==> src/tic_pkg.sv <==
package tic_pkg;

  // Bus and datapath widths
  localparam int ADDR_W       = 6;
  localparam int DATA_W       = 32;
  localparam int BYTE_W       = 8;
  localparam int CNT_W        = 16;
  localparam int NUM_COUNTERS = 2;
  localparam int STATUS_W     = 2;
  localparam int PHASE_W      = 17;

  // Count source: fixed 2 MHz derived from the 125 MHz clock by phase accumulation
  localparam longint CLK_HZ        = 125_000_000;
  localparam longint SRC_HZ        = 2_000_000;
  localparam int     SRC_PERIOD_NS = 500;
  localparam logic [PHASE_W-1:0] PHASE_WRAP = PHASE_W'(CLK_HZ / 1000);
  localparam logic [PHASE_W-1:0] PHASE_STEP = PHASE_W'(SRC_HZ / 1000);

  // Register byte offsets
  localparam logic [ADDR_W-1:0] OFF_TIMER_CTL = 6'h00;
  localparam logic [ADDR_W-1:0] OFF_CNT0      = 6'h04;
  localparam logic [ADDR_W-1:0] OFF_CNT1      = 6'h08;
  localparam logic [ADDR_W-1:0] OFF_PPI_CTL   = 6'h0C;
  localparam logic [ADDR_W-1:0] OFF_IRQ_ONE   = 6'h10;
  localparam logic [ADDR_W-1:0] OFF_IRQ_TWO   = 6'h14;
  localparam logic [ADDR_W-1:0] OFF_STATUS    = 6'h18;
  localparam logic [ADDR_W-1:0] OFF_MASK      = 6'h1C;

  // Interrupt control and status fields
  localparam int CT1_PORTA  = 0;
  localparam int CT2_SRC    = 0;
  localparam int CT2_CNT_EN = 1;
  localparam int CT2_MASTER = 2;
  localparam int ST_COUNTER = 0;
  localparam int ST_PORTA   = 1;
  localparam logic [STATUS_W-1:0] MASK_RESET = 2'h3;

  // Timer control word fields
  localparam int TW_SEL_HI  = 7;
  localparam int TW_SEL_LO  = 6;
  localparam int TW_RW_HI   = 5;
  localparam int TW_RW_LO   = 4;
  localparam int TW_MODE_HI = 3;
  localparam int TW_MODE_LO = 1;
  localparam logic [1:0] RW_LATCH   = 2'h0;
  localparam logic [1:0] RW_LSB     = 2'h1;
  localparam logic [1:0] RW_MSB     = 2'h2;
  localparam logic [1:0] RW_BOTH    = 2'h3;
  localparam logic [1:0] MODE_RATE  = 2'h2;
  localparam logic [CNT_W-1:0] COUNT_LAST = 16'h0001;
  localparam logic [CNT_W-1:0] COUNT_STEP = 16'h0001;

  // Parallel interface control word fields
  localparam int PPI_MODE_FLAG = 7;
  localparam int PPI_AMODE_HI  = 6;
  localparam int PPI_AMODE_LO  = 5;
  localparam int PPI_ADIR      = 4;
  localparam int PPI_BIT_HI    = 3;
  localparam int PPI_BIT_LO    = 1;
  localparam int PPI_SET       = 0;
  localparam logic [2:0] PC_OUT_BIT     = 3'h6;
  localparam logic [2:0] PC_IN_BIT      = 3'h4;
  localparam int         PC_REQ_BIT     = 3;
  localparam logic [1:0] AMODE_STROBED  = 2'h1;
  localparam int         AMODE_BIDIR    = 1;

  localparam logic [1:0] RESP_OKAY   = 2'h0;
  localparam logic [1:0] RESP_SLVERR = 2'h2;

  typedef struct packed {
    logic input_full;
    logic output_empty;
  } porta_flags_type;

  typedef struct packed {
    logic                                aw_held;
    logic [ADDR_W-1:0]                   aw_addr;
    logic                                w_held;
    logic [BYTE_W-1:0]                   w_byte;
    logic                                w_lane;
    logic                                bvalid;
    logic [1:0]                          bresp;
    logic                                rvalid;
    logic [DATA_W-1:0]                   rdata;
    logic [1:0]                          rresp;
    logic [PHASE_W-1:0]                  phase;
    logic [BYTE_W-1:0]                   ctl_word;
    logic [NUM_COUNTERS-1:0][2:0]        mode;
    logic [NUM_COUNTERS-1:0][1:0]        rw;
    logic [NUM_COUNTERS-1:0]             running;
    logic [NUM_COUNTERS-1:0]             hi_next;
    logic [NUM_COUNTERS-1:0][CNT_W-1:0]  load;
    logic [NUM_COUNTERS-1:0][CNT_W-1:0]  count;
    logic [NUM_COUNTERS-1:0]             pulse;
    logic [1:0]                          pa_mode;
    logic                                pa_input;
    logic                                porta_output_irq_enable;
    logic                                porta_input_irq_enable;
    logic                                intra_prev;
    logic [BYTE_W-1:0]                   ctrl_one;
    logic [BYTE_W-1:0]                   ctrl_two;
    logic [STATUS_W-1:0]                 status;
    logic [STATUS_W-1:0]                 mask;
  } state_type;

endpackage

==> src/timer_interrupt_control.sv <==
// Chosen here: register access over AXI4-Lite and the register offsets.
`timescale 1ns/1ps
// Contract
// - First counter steps once per period of a fixed 2 MHz source.
// - Only counters one and two work; third counter is ignored.
// - Gates tied high, so gate-triggered modes 1 and 5 never count.
// - First counter output clocks the second counter as a prescaler.
// - First counter pulses once every load value times 500 ns.
// - Second counter period is its load times the first counter period.
// - Control word 0x34 puts first counter in rate mode before loading.
// - Count loads low byte then high; counting starts after the high byte.
// - Control word 0x30 stops first counter; then interrupt control two cleared.
// - Writing 0x02 to control two enables counter irq from first counter.
// - Control two bit 0x04 is master enable; 0x06 keeps the source choice.
// - Writing 0x01 to control one enables port A interrupts.
// - Parallel mode word 0xC0 makes port A bidirectional, mode 2.
// - Bit set word 0x0D sets port C bit 6, output transfer irq enable.
// - Bit set word 0x09 sets port C bit 4, input transfer irq enable.
// - Input and output transfer requests merge into one port A request.
module timer_interrupt_control
  import tic_pkg::*;
(
  input  wire logic                  clk,
  input  wire logic                  rst,
  input  wire logic [ADDR_W-1:0]     s_axi_awaddr,
  input  wire logic                  s_axi_awvalid,
  output logic                       s_axi_awready,
  input  wire logic [DATA_W-1:0]     s_axi_wdata,
  input  wire logic [DATA_W/8-1:0]   s_axi_wstrb,
  input  wire logic                  s_axi_wvalid,
  output logic                       s_axi_wready,
  output logic [1:0]                 s_axi_bresp,
  output logic                       s_axi_bvalid,
  input  wire logic                  s_axi_bready,
  input  wire logic [ADDR_W-1:0]     s_axi_araddr,
  input  wire logic                  s_axi_arvalid,
  output logic                       s_axi_arready,
  output logic [DATA_W-1:0]          s_axi_rdata,
  output logic [1:0]                 s_axi_rresp,
  output logic                       s_axi_rvalid,
  input  wire logic                  s_axi_rready,
  input  wire porta_flags_type       porta_flags,
  output logic                       counter_first_pulse,
  output logic                       counter_second_pulse,
  output logic                       irq
);

  ////////////////////////////////////////////////////////////////////////////////
  // State and derived terms

  localparam state_type ST_RESET = '{mask: MASK_RESET, default: '0};

  state_type                st_r;
  state_type                st_nxt;
  logic [PHASE_W-1:0]       phase_sum;
  logic                     tick;
  logic [NUM_COUNTERS-1:0]  cnt_step;
  logic [NUM_COUNTERS-1:0]  hit;
  logic                     wr_go;
  logic                     wr_en;
  logic [ADDR_W-1:0]        wr_off;
  logic [BYTE_W-1:0]        wr_byte;
  logic                     rd_go;
  logic                     in_ok;
  logic                     out_ok;
  logic                     intra;
  logic                     pa_event;
  logic                     cnt_event;
  logic [STATUS_W-1:0]      st_set;
  logic [STATUS_W-1:0]      st_clr;
  logic                     master_en;

  // Fractional divider: average tick rate is exactly 2 MHz
  assign phase_sum   = st_r.phase + PHASE_STEP;
  assign tick        = phase_sum >= PHASE_WRAP;
  assign cnt_step[0] = tick;
  assign cnt_step[1] = hit[0];
  assign hit[0]      = st_r.running[0] & cnt_step[0] & (st_r.count[0] == COUNT_LAST);
  assign hit[1]      = st_r.running[1] & cnt_step[1] & (st_r.count[1] == COUNT_LAST);

  assign wr_go   = st_r.aw_held & st_r.w_held & ~st_r.bvalid;
  assign wr_en   = wr_go & st_r.w_lane;
  assign wr_off  = st_r.aw_addr;
  assign wr_byte = st_r.w_byte;
  assign rd_go   = s_axi_arvalid & s_axi_arready;

  // Port A request: input and output transfer requests share one line
  assign in_ok  = st_r.pa_mode[AMODE_BIDIR] | ((st_r.pa_mode == AMODE_STROBED) & st_r.pa_input);
  assign out_ok = st_r.pa_mode[AMODE_BIDIR] | ((st_r.pa_mode == AMODE_STROBED) & ~st_r.pa_input);
  assign intra  = (in_ok & st_r.porta_input_irq_enable & porta_flags.input_full)
                | (out_ok & st_r.porta_output_irq_enable & porta_flags.output_empty);

  assign pa_event  = intra & ~st_r.intra_prev & st_r.ctrl_one[CT1_PORTA];
  assign cnt_event = st_r.ctrl_two[CT2_CNT_EN]
                   & (st_r.ctrl_two[CT2_SRC] ? hit[1] : hit[0]);
  assign master_en = st_r.ctrl_two[CT2_MASTER];

  always_comb begin
    st_set             = '0;
    st_set[ST_COUNTER] = cnt_event;
    st_set[ST_PORTA]   = pa_event;
  end

  assign st_clr = (rd_go && s_axi_araddr == OFF_STATUS) ? st_r.status : '0;

  ////////////////////////////////////////////////////////////////////////////////
  // Next state

  always_comb begin
    logic [1:0] sel;
    logic       idx;
    logic       start;
    logic [2:0] bit_idx;
    st_nxt  = st_r;
    sel     = '0;
    idx     = 1'b0;
    start   = 1'b0;
    bit_idx = '0;

    // Bus handshakes
    if (s_axi_awvalid && s_axi_awready) begin
      st_nxt.aw_held = 1'b1;
      st_nxt.aw_addr = s_axi_awaddr;
    end
    if (s_axi_wvalid && s_axi_wready) begin
      st_nxt.w_held = 1'b1;
      st_nxt.w_byte = s_axi_wdata[BYTE_W-1:0];
      st_nxt.w_lane = s_axi_wstrb[0];
    end
    if (st_r.bvalid && s_axi_bready) begin
      st_nxt.bvalid = 1'b0;
    end
    if (st_r.rvalid && s_axi_rready) begin
      st_nxt.rvalid = 1'b0;
    end

    // Count source and counters
    st_nxt.phase = tick ? phase_sum - PHASE_WRAP : phase_sum;
    st_nxt.pulse = hit;
    for (int i = 0; i < NUM_COUNTERS; i++) begin
      if (st_r.running[i] && cnt_step[i]) begin
        st_nxt.count[i] = hit[i] ? st_r.load[i] : st_r.count[i] - COUNT_STEP;
      end
    end

    // Register write
    if (wr_go) begin
      st_nxt.aw_held = 1'b0;
      st_nxt.w_held  = 1'b0;
      st_nxt.bvalid  = 1'b1;
      st_nxt.bresp   = RESP_OKAY;
      case (wr_off)
        OFF_TIMER_CTL: begin
          sel = wr_byte[TW_SEL_HI:TW_SEL_LO];
          idx = sel[0];
          // Third counter and read-back selections do nothing
          if (!sel[1] && wr_byte[TW_RW_HI:TW_RW_LO] != RW_LATCH && wr_en) begin
            st_nxt.mode[idx]    = wr_byte[TW_MODE_HI:TW_MODE_LO];
            st_nxt.rw[idx]      = wr_byte[TW_RW_HI:TW_RW_LO];
            st_nxt.running[idx] = 1'b0;
            st_nxt.hi_next[idx] = 1'b0;
            if (!idx) begin
              st_nxt.ctl_word = wr_byte;
            end
          end
        end
        OFF_CNT0, OFF_CNT1: begin
          idx = (wr_off == OFF_CNT1);
          if (wr_en) begin
            case (st_r.rw[idx])
              RW_LSB: begin
                st_nxt.load[idx] = {{BYTE_W{1'b0}}, wr_byte};
                start            = 1'b1;
              end
              RW_MSB: begin
                st_nxt.load[idx] = {wr_byte, {BYTE_W{1'b0}}};
                start            = 1'b1;
              end
              RW_BOTH: begin
                if (!st_r.hi_next[idx]) begin
                  st_nxt.load[idx][BYTE_W-1:0] = wr_byte;
                  st_nxt.hi_next[idx]          = 1'b1;
                end else begin
                  st_nxt.load[idx][CNT_W-1:BYTE_W] = wr_byte;
                  st_nxt.hi_next[idx]              = 1'b0;
                  start                            = 1'b1;
                end
              end
              default: begin
                start = 1'b0;
              end
            endcase
            if (start) begin
              st_nxt.count[idx] = st_nxt.load[idx];
              // Gates are tied high: only the free-running rate mode can start
              st_nxt.running[idx] = (st_r.mode[idx][1:0] == MODE_RATE);
            end
          end
        end
        OFF_PPI_CTL: begin
          if (wr_en) begin
            if (wr_byte[PPI_MODE_FLAG]) begin
              st_nxt.pa_mode  = wr_byte[PPI_AMODE_HI:PPI_AMODE_LO];
              st_nxt.pa_input = wr_byte[PPI_ADIR];
              st_nxt.porta_output_irq_enable    = 1'b0;
              st_nxt.porta_input_irq_enable    = 1'b0;
            end else begin
              bit_idx = wr_byte[PPI_BIT_HI:PPI_BIT_LO];
              if (bit_idx == PC_OUT_BIT) begin
                st_nxt.porta_output_irq_enable = wr_byte[PPI_SET];
              end
              if (bit_idx == PC_IN_BIT) begin
                st_nxt.porta_input_irq_enable = wr_byte[PPI_SET];
              end
            end
          end
        end
        OFF_IRQ_ONE: begin
          if (wr_en) begin
            st_nxt.ctrl_one = wr_byte;
          end
        end
        OFF_IRQ_TWO: begin
          if (wr_en) begin
            st_nxt.ctrl_two = wr_byte;
          end
        end
        OFF_MASK: begin
          if (wr_en) begin
            st_nxt.mask = wr_byte[STATUS_W-1:0];
          end
        end
        OFF_STATUS: begin
          st_nxt.bresp = RESP_OKAY;
        end
        default: begin
          st_nxt.bresp = RESP_SLVERR;
        end
      endcase
    end

    // Register read
    if (rd_go) begin
      st_nxt.rvalid = 1'b1;
      st_nxt.rresp  = RESP_OKAY;
      st_nxt.rdata  = '0;
      case (s_axi_araddr)
        OFF_TIMER_CTL: st_nxt.rdata[BYTE_W-1:0]   = st_r.ctl_word;
        OFF_CNT0:      st_nxt.rdata[CNT_W-1:0]    = st_r.count[0];
        OFF_CNT1:      st_nxt.rdata[CNT_W-1:0]    = st_r.count[1];
        OFF_PPI_CTL: begin
          st_nxt.rdata[PC_OUT_BIT] = st_r.porta_output_irq_enable;
          st_nxt.rdata[PC_IN_BIT]  = st_r.porta_input_irq_enable;
          st_nxt.rdata[PC_REQ_BIT] = intra;
        end
        OFF_IRQ_ONE:   st_nxt.rdata[BYTE_W-1:0]   = st_r.ctrl_one;
        OFF_IRQ_TWO:   st_nxt.rdata[BYTE_W-1:0]   = st_r.ctrl_two;
        OFF_STATUS:    st_nxt.rdata[STATUS_W-1:0] = st_r.status;
        OFF_MASK:      st_nxt.rdata[STATUS_W-1:0] = st_r.mask;
        default:       st_nxt.rresp               = RESP_SLVERR;
      endcase
    end

    // Sticky status: a new event wins over the read clear
    st_nxt.intra_prev = intra;
    st_nxt.status     = (st_r.status & ~st_clr) | st_set;
  end

  always_ff @(posedge clk) begin
    if (rst) begin
      st_r <= ST_RESET;
    end else begin
      st_r <= st_nxt;
    end
  end

  ////////////////////////////////////////////////////////////////////////////////
  // Outputs

  assign s_axi_awready        = ~st_r.aw_held & ~st_r.bvalid;
  assign s_axi_wready         = ~st_r.w_held & ~st_r.bvalid;
  assign s_axi_bvalid         = st_r.bvalid;
  assign s_axi_bresp          = st_r.bresp;
  assign s_axi_arready        = ~st_r.rvalid;
  assign s_axi_rvalid         = st_r.rvalid;
  assign s_axi_rdata          = st_r.rdata;
  assign s_axi_rresp          = st_r.rresp;
  assign counter_first_pulse  = st_r.pulse[0];
  assign counter_second_pulse = st_r.pulse[1];
  assign irq                  = master_en & |(st_r.status & st_r.mask);
endmodule // timer_interrupt_control

==> config.mk <==
export PLATFORM = sky130hd
export DESIGN_NAME = timer_interrupt_control
export DESIGN_NICKNAME = d
export VERILOG_FILES = /design/src/tic_pkg.sv /design/src/timer_interrupt_control.sv
export SDC_FILE = /design/constraint.sdc
export NUM_CORES = 1
export LEC_CHECK = 0
export ABC_AREA = 1
export BUFFER_PORTS_ARGS = -buffer_cell sky130_fd_sc_hd__buf_2
export CAP_MARGIN = 15
export CORE_AREA = 8 8 152 154
export CTS_CLUSTER_DIAMETER = 100
export DETAILED_ROUTE_END_ITERATION = 6
export DIE_AREA = 0 0 160 162
export GPL_TIMING_DRIVEN = 0
export PLACE_DENSITY_LB_ADDON = 0.05
export SKIP_CTS_REPAIR_TIMING = 1
export SLEW_MARGIN = 10
export SYNTH_ARGS = -nofsm -noshare
export SYNTH_HDL_FRONTEND = slang
export SYNTH_SLANG_ARGS = --single-unit
export TNS_END_PERCENT = 1
==> constraint.sdc <==
create_clock -name clk -period 5.5 [get_ports clk]
set_clock_uncertainty 0.1 [all_clocks]
set_input_delay 0.55 -clock clk [delete_from_list [all_inputs] [get_ports clk]]
set_output_delay 0.55 -clock clk [all_outputs]
set_load 0.05 [all_outputs]
==> run_results.csv <==
group,metric,value,unit
outcome,status,"completed",
layout,area_growth,14.1,%
logic_synthesis,synth-simple-area-share,23.4,%
logic_synthesis,synthMuxAreaShare,0,%
clock_network,insertion_delay,430,ps
clock_network,cts_tree,"done",
clock_network,cts_root_buffer,"clkbuf_16",
clock_network,clock-sinks,162,
power_and_ir_drop,leakagePower,4.68,nW
worst_setup_path,path_class,"flop to flop",
placed_design,gp_congestion,0.930,
clock_network,cts.reportedPaths.clkPinSlew,60,ps
routing,first_pass_iters,6,
clock_network,cts_made_buffers,17,
worst_setup_path,worstPathArrival,4480,ps
worst_setup_path,crit_slowest_cell,"a21oi_1",
logic_synthesis,synth_compound_area_share,24.7,%
floorplan,start_util,44.3,%
logic_synthesis,yosys.area_share.xor_xnor,1.82,%
timing,final.setup.tns,0,ps
logic_synthesis,synth-seq-area-share,35.4,%
timing,hold_viol_final,0,
logic_synthesis,synthCells,1368,
worst_setup_path,cp_num_buf_inv,7,
floorplan,io_pins,101,
placed_design,portBuffers,54,
global_routing,antenna_found_initial,0,
floorplan,core_area,20700,µm²
power_and_ir_drop,power.density,275,nW/µm²
timing,slew_violations,0,
worst_setup_path,cp_max_fo,10,
flow_run,drv_cap,0,
logic_synthesis,synth_top_family_by_area,"compound AO/OA/AOI/OAI gates",
worst_setup_path,cp-start-kind,"flop",
timing,rsz0062_at_grt,"false",
floorplan,core.rowCount,53,
floorplan,dieArea,25900,µm²
placed_design,dp_hpwl,24600,µm
floorplan,die_h,162,µm
logic_synthesis,yosysWarnings,0,
global_routing,grt_pass1_wl,49400,µm
timing,fin_crit_sh,77.5,%
global_routing,grt_max_degree,17,
routing,drc,0,
logic_synthesis,syn_avg_cell_area,6.70,µm²
timing,max_slew_margin,21.1,%
layout,design_area,10500,µm²
global_routing,gr-total-overflow,0,
logic_synthesis,synth_cell_types,48,
layout,fin_nets,1527,
clock_network,cts_buffer_depth,2,
worst_setup_path,cp.required,5720,ps
logic_synthesis,synth_area,9160,µm²
logic_synthesis,synthAdderAreaFrac,1.64,%
worst_setup_path,critPathCaptureType,"flop",
routing,via_per_inst,5.46,
floorplan,die_w,160,µm
routing,antenna_left,0,
placed_design,place_area,9840,µm²
timing,setup_viol,0,
worst_setup_path,critPathMaxStageDelay,570,ps
layout,layout-drive-gt1-share,11.2,%
routing,wl_per_cell,18.4,µm
power_and_ir_drop,ir_worst_vdd,0.173,mV
worst_setup_path,path_cells,"nor2_1 -> nand3_1 -> buf_2 -> buf_2 -> clkbuf_1 -> o21ai_0 -> inv_1 -> ha_1 -> buf_1 -> inv_1 -> nand2_1 -> a21oi_1 -> o21ai_0 -> nand2_1 -> a21oi_1 -> nand2_1 -> inv_1",
timing,tightest_slew,1170,ps
global_routing,track_usage,24.3,%
global_routing,grt_pass1_vias,8666,
logic_synthesis,synth-seq-cells,162,
routing,drtIter0Drc,1062,
routing,routed_wl,32100,µm
clock_network,htreeDepth,4,
routing,vias,9532,
timing,finalCriticalPeriod,4260,ps
timing,max_freq,0.235,GHz
worst_setup_path,critPathTopFamily,"compound AO/OA/AOI/OAI gates",
worst_hold_path,hold_class,"input port to flop",
==> cells in the mapped netlist, drive strengths merged <==
library cell / n / area [µm²]
nand2: 255 / 975
inv: 178 / 673
o21ai: 176 / 881
dfxtp: 162 / 3240
a21oi: 153 / 766
nor2: 120 / 519
nand3: 60 / 313
buf: 47 / 344
clkbuf: 41 / 154
o22ai: 25 / 156
nor3: 24 / 130
nand4: 19 / 134
o211ai: 16 / 120
xor2: 14 / 123
ha: 12 / 150
nor4: 10 / 62.6
a22oi: 8 / 60.1
a31oi: 8 / 50.1
o221ai: 5 / 43.8
xnor2: 5 / 43.8
a221oi: 4 / 35.0
a31o: 4 / 35.0
clkinv: 4 / 15.0
a21boi: 3 / 22.5
o31ai: 3 / 22.5
a211oi: 2 / 15.0
o2111ai: 2 / 17.5
o21bai: 2 / 15.0
or2: 2 / 12.5
a32oi: 1 / 8.76
a41oi: 1 / 8.76
conb: 1 / 3.75
o21a: 1 / 7.51
==> area by class of cell <==
type | instances | area, µm²
Inverter | 182 | 688
Fill cell | 2234 | 10200
Sequential cell | 162 | 3240
Tap cell | 275 | 344
Buffer | 88 | 498
Clock buffer | 21 | 460
Antenna cell | 1 | 2.50
Multi-Input combinational cell | 953 | 4790
Timing Repair Buffer | 54 | 270
Clock inverter | 11 | 151
==> worst min-delay path, delay by kind of cell <==
family                 cells  cell delay (ps)
AO/OA/AOI/OAI              1               70
buffers and inverters      1               70
AND/OR/NAND/NOR            1               70
==> layer usage <==
layer	GRT usage, %	share of wire (%)
met3	4.68	7.2
met2	38.1	45
met1	32.5	45
met5	0	0
met4	9.30	3.0
==> worst paths after layout <==
path / slack (ps) / from / cells after the start / endpoint
worst max-delay path: 1240 / wr_off[5] / 17 / st_r[43]
worst min-delay path: 270 / s_axi_awaddr[0] / 3 / wr_off[0]
worst max register to register: 1240 / wr_off[5] / 17 / st_r[43]
worst min register to register: 360 / st_r[109] / 2 / st_r[109]
==> registers in the layout, summed over array words and instances, names as in the netlist <==
signal	cells
s_axi_rdata	16
wr_byte	8
s_axi_bvalid	1
s_axi_rresp	1
s_axi_bresp	1
wr_off	6
st_r	125
s_axi_rvalid	1
master_en	1
counter_second_pulse	1
counter_first_pulse	1
==> cells by family (layout without fill, tap and decap cells) <==
kind of cell / count (synthesis) / in the layout
AO/OA/AOI/OAI: 414 / 414
other: 1 / 19
AND/OR/NAND/NOR: 490 / 490
adder cells (fa/ha/maj): 12 / 12
buffers and inverters: 270 / 356
flip-flops: 162 / 162
XOR/XNOR: 19 / 19
==> cell usage in the layout, fill, tap and decap left out, types with 4 or more instances in the layout <==
cell type	instances
nand4_1	18
nor2_1	108
xor2_1	14
ha_1	12
clkinvlp_4	4
buf_2	59
o221ai_1	5
a31oi_1	8
dfxtp_1	162
conb_1	18
clkbuf_1	43
clkbuf_16	17
nand2_2	4
nor2_4	5
a221oi_1	4
nor3_1	22
nand2_1	250
o22ai_1	25
a22oi_1	8
nor4_1	10
inv_2	7
nor2_2	6
o211ai_1	16
a21oi_1	153
xnor2_1	5
inv_1	169
o21ai_0	168
nand3_1	59
o21ai_1	8
a31o_2	4
clkinv_1	4
buf_4	37
==> through the flow <==
step           utilization (%)  power (mW)  hold slack (ps)  std cells  setup WS [ps]
5_1_grt                   50.5        2.98              309       1746            833
4_1_cts                   50.5        2.89              257       1746           1360
3_5_place_dp              47.6        1.64              347       1714           1380
6_report                  50.5        2.87              269       1747           1240
3_3_place_gp              47.6        1.64              340       1714           1350
2_1_floorplan                -        1.54              324       1385           2390
==> power by group <==
part           internal [mW]  switching, mW  leakage, nW  total (mW)
Clock                  0.743          0.508        0.287        1.25
Combinational          0.104          0.277         3.08       0.381
Sequential              1.21         0.0340         1.31        1.24
Total                   2.05          0.819         4.68        2.87
Note: power is estimated with default switching activity, not from simulation.
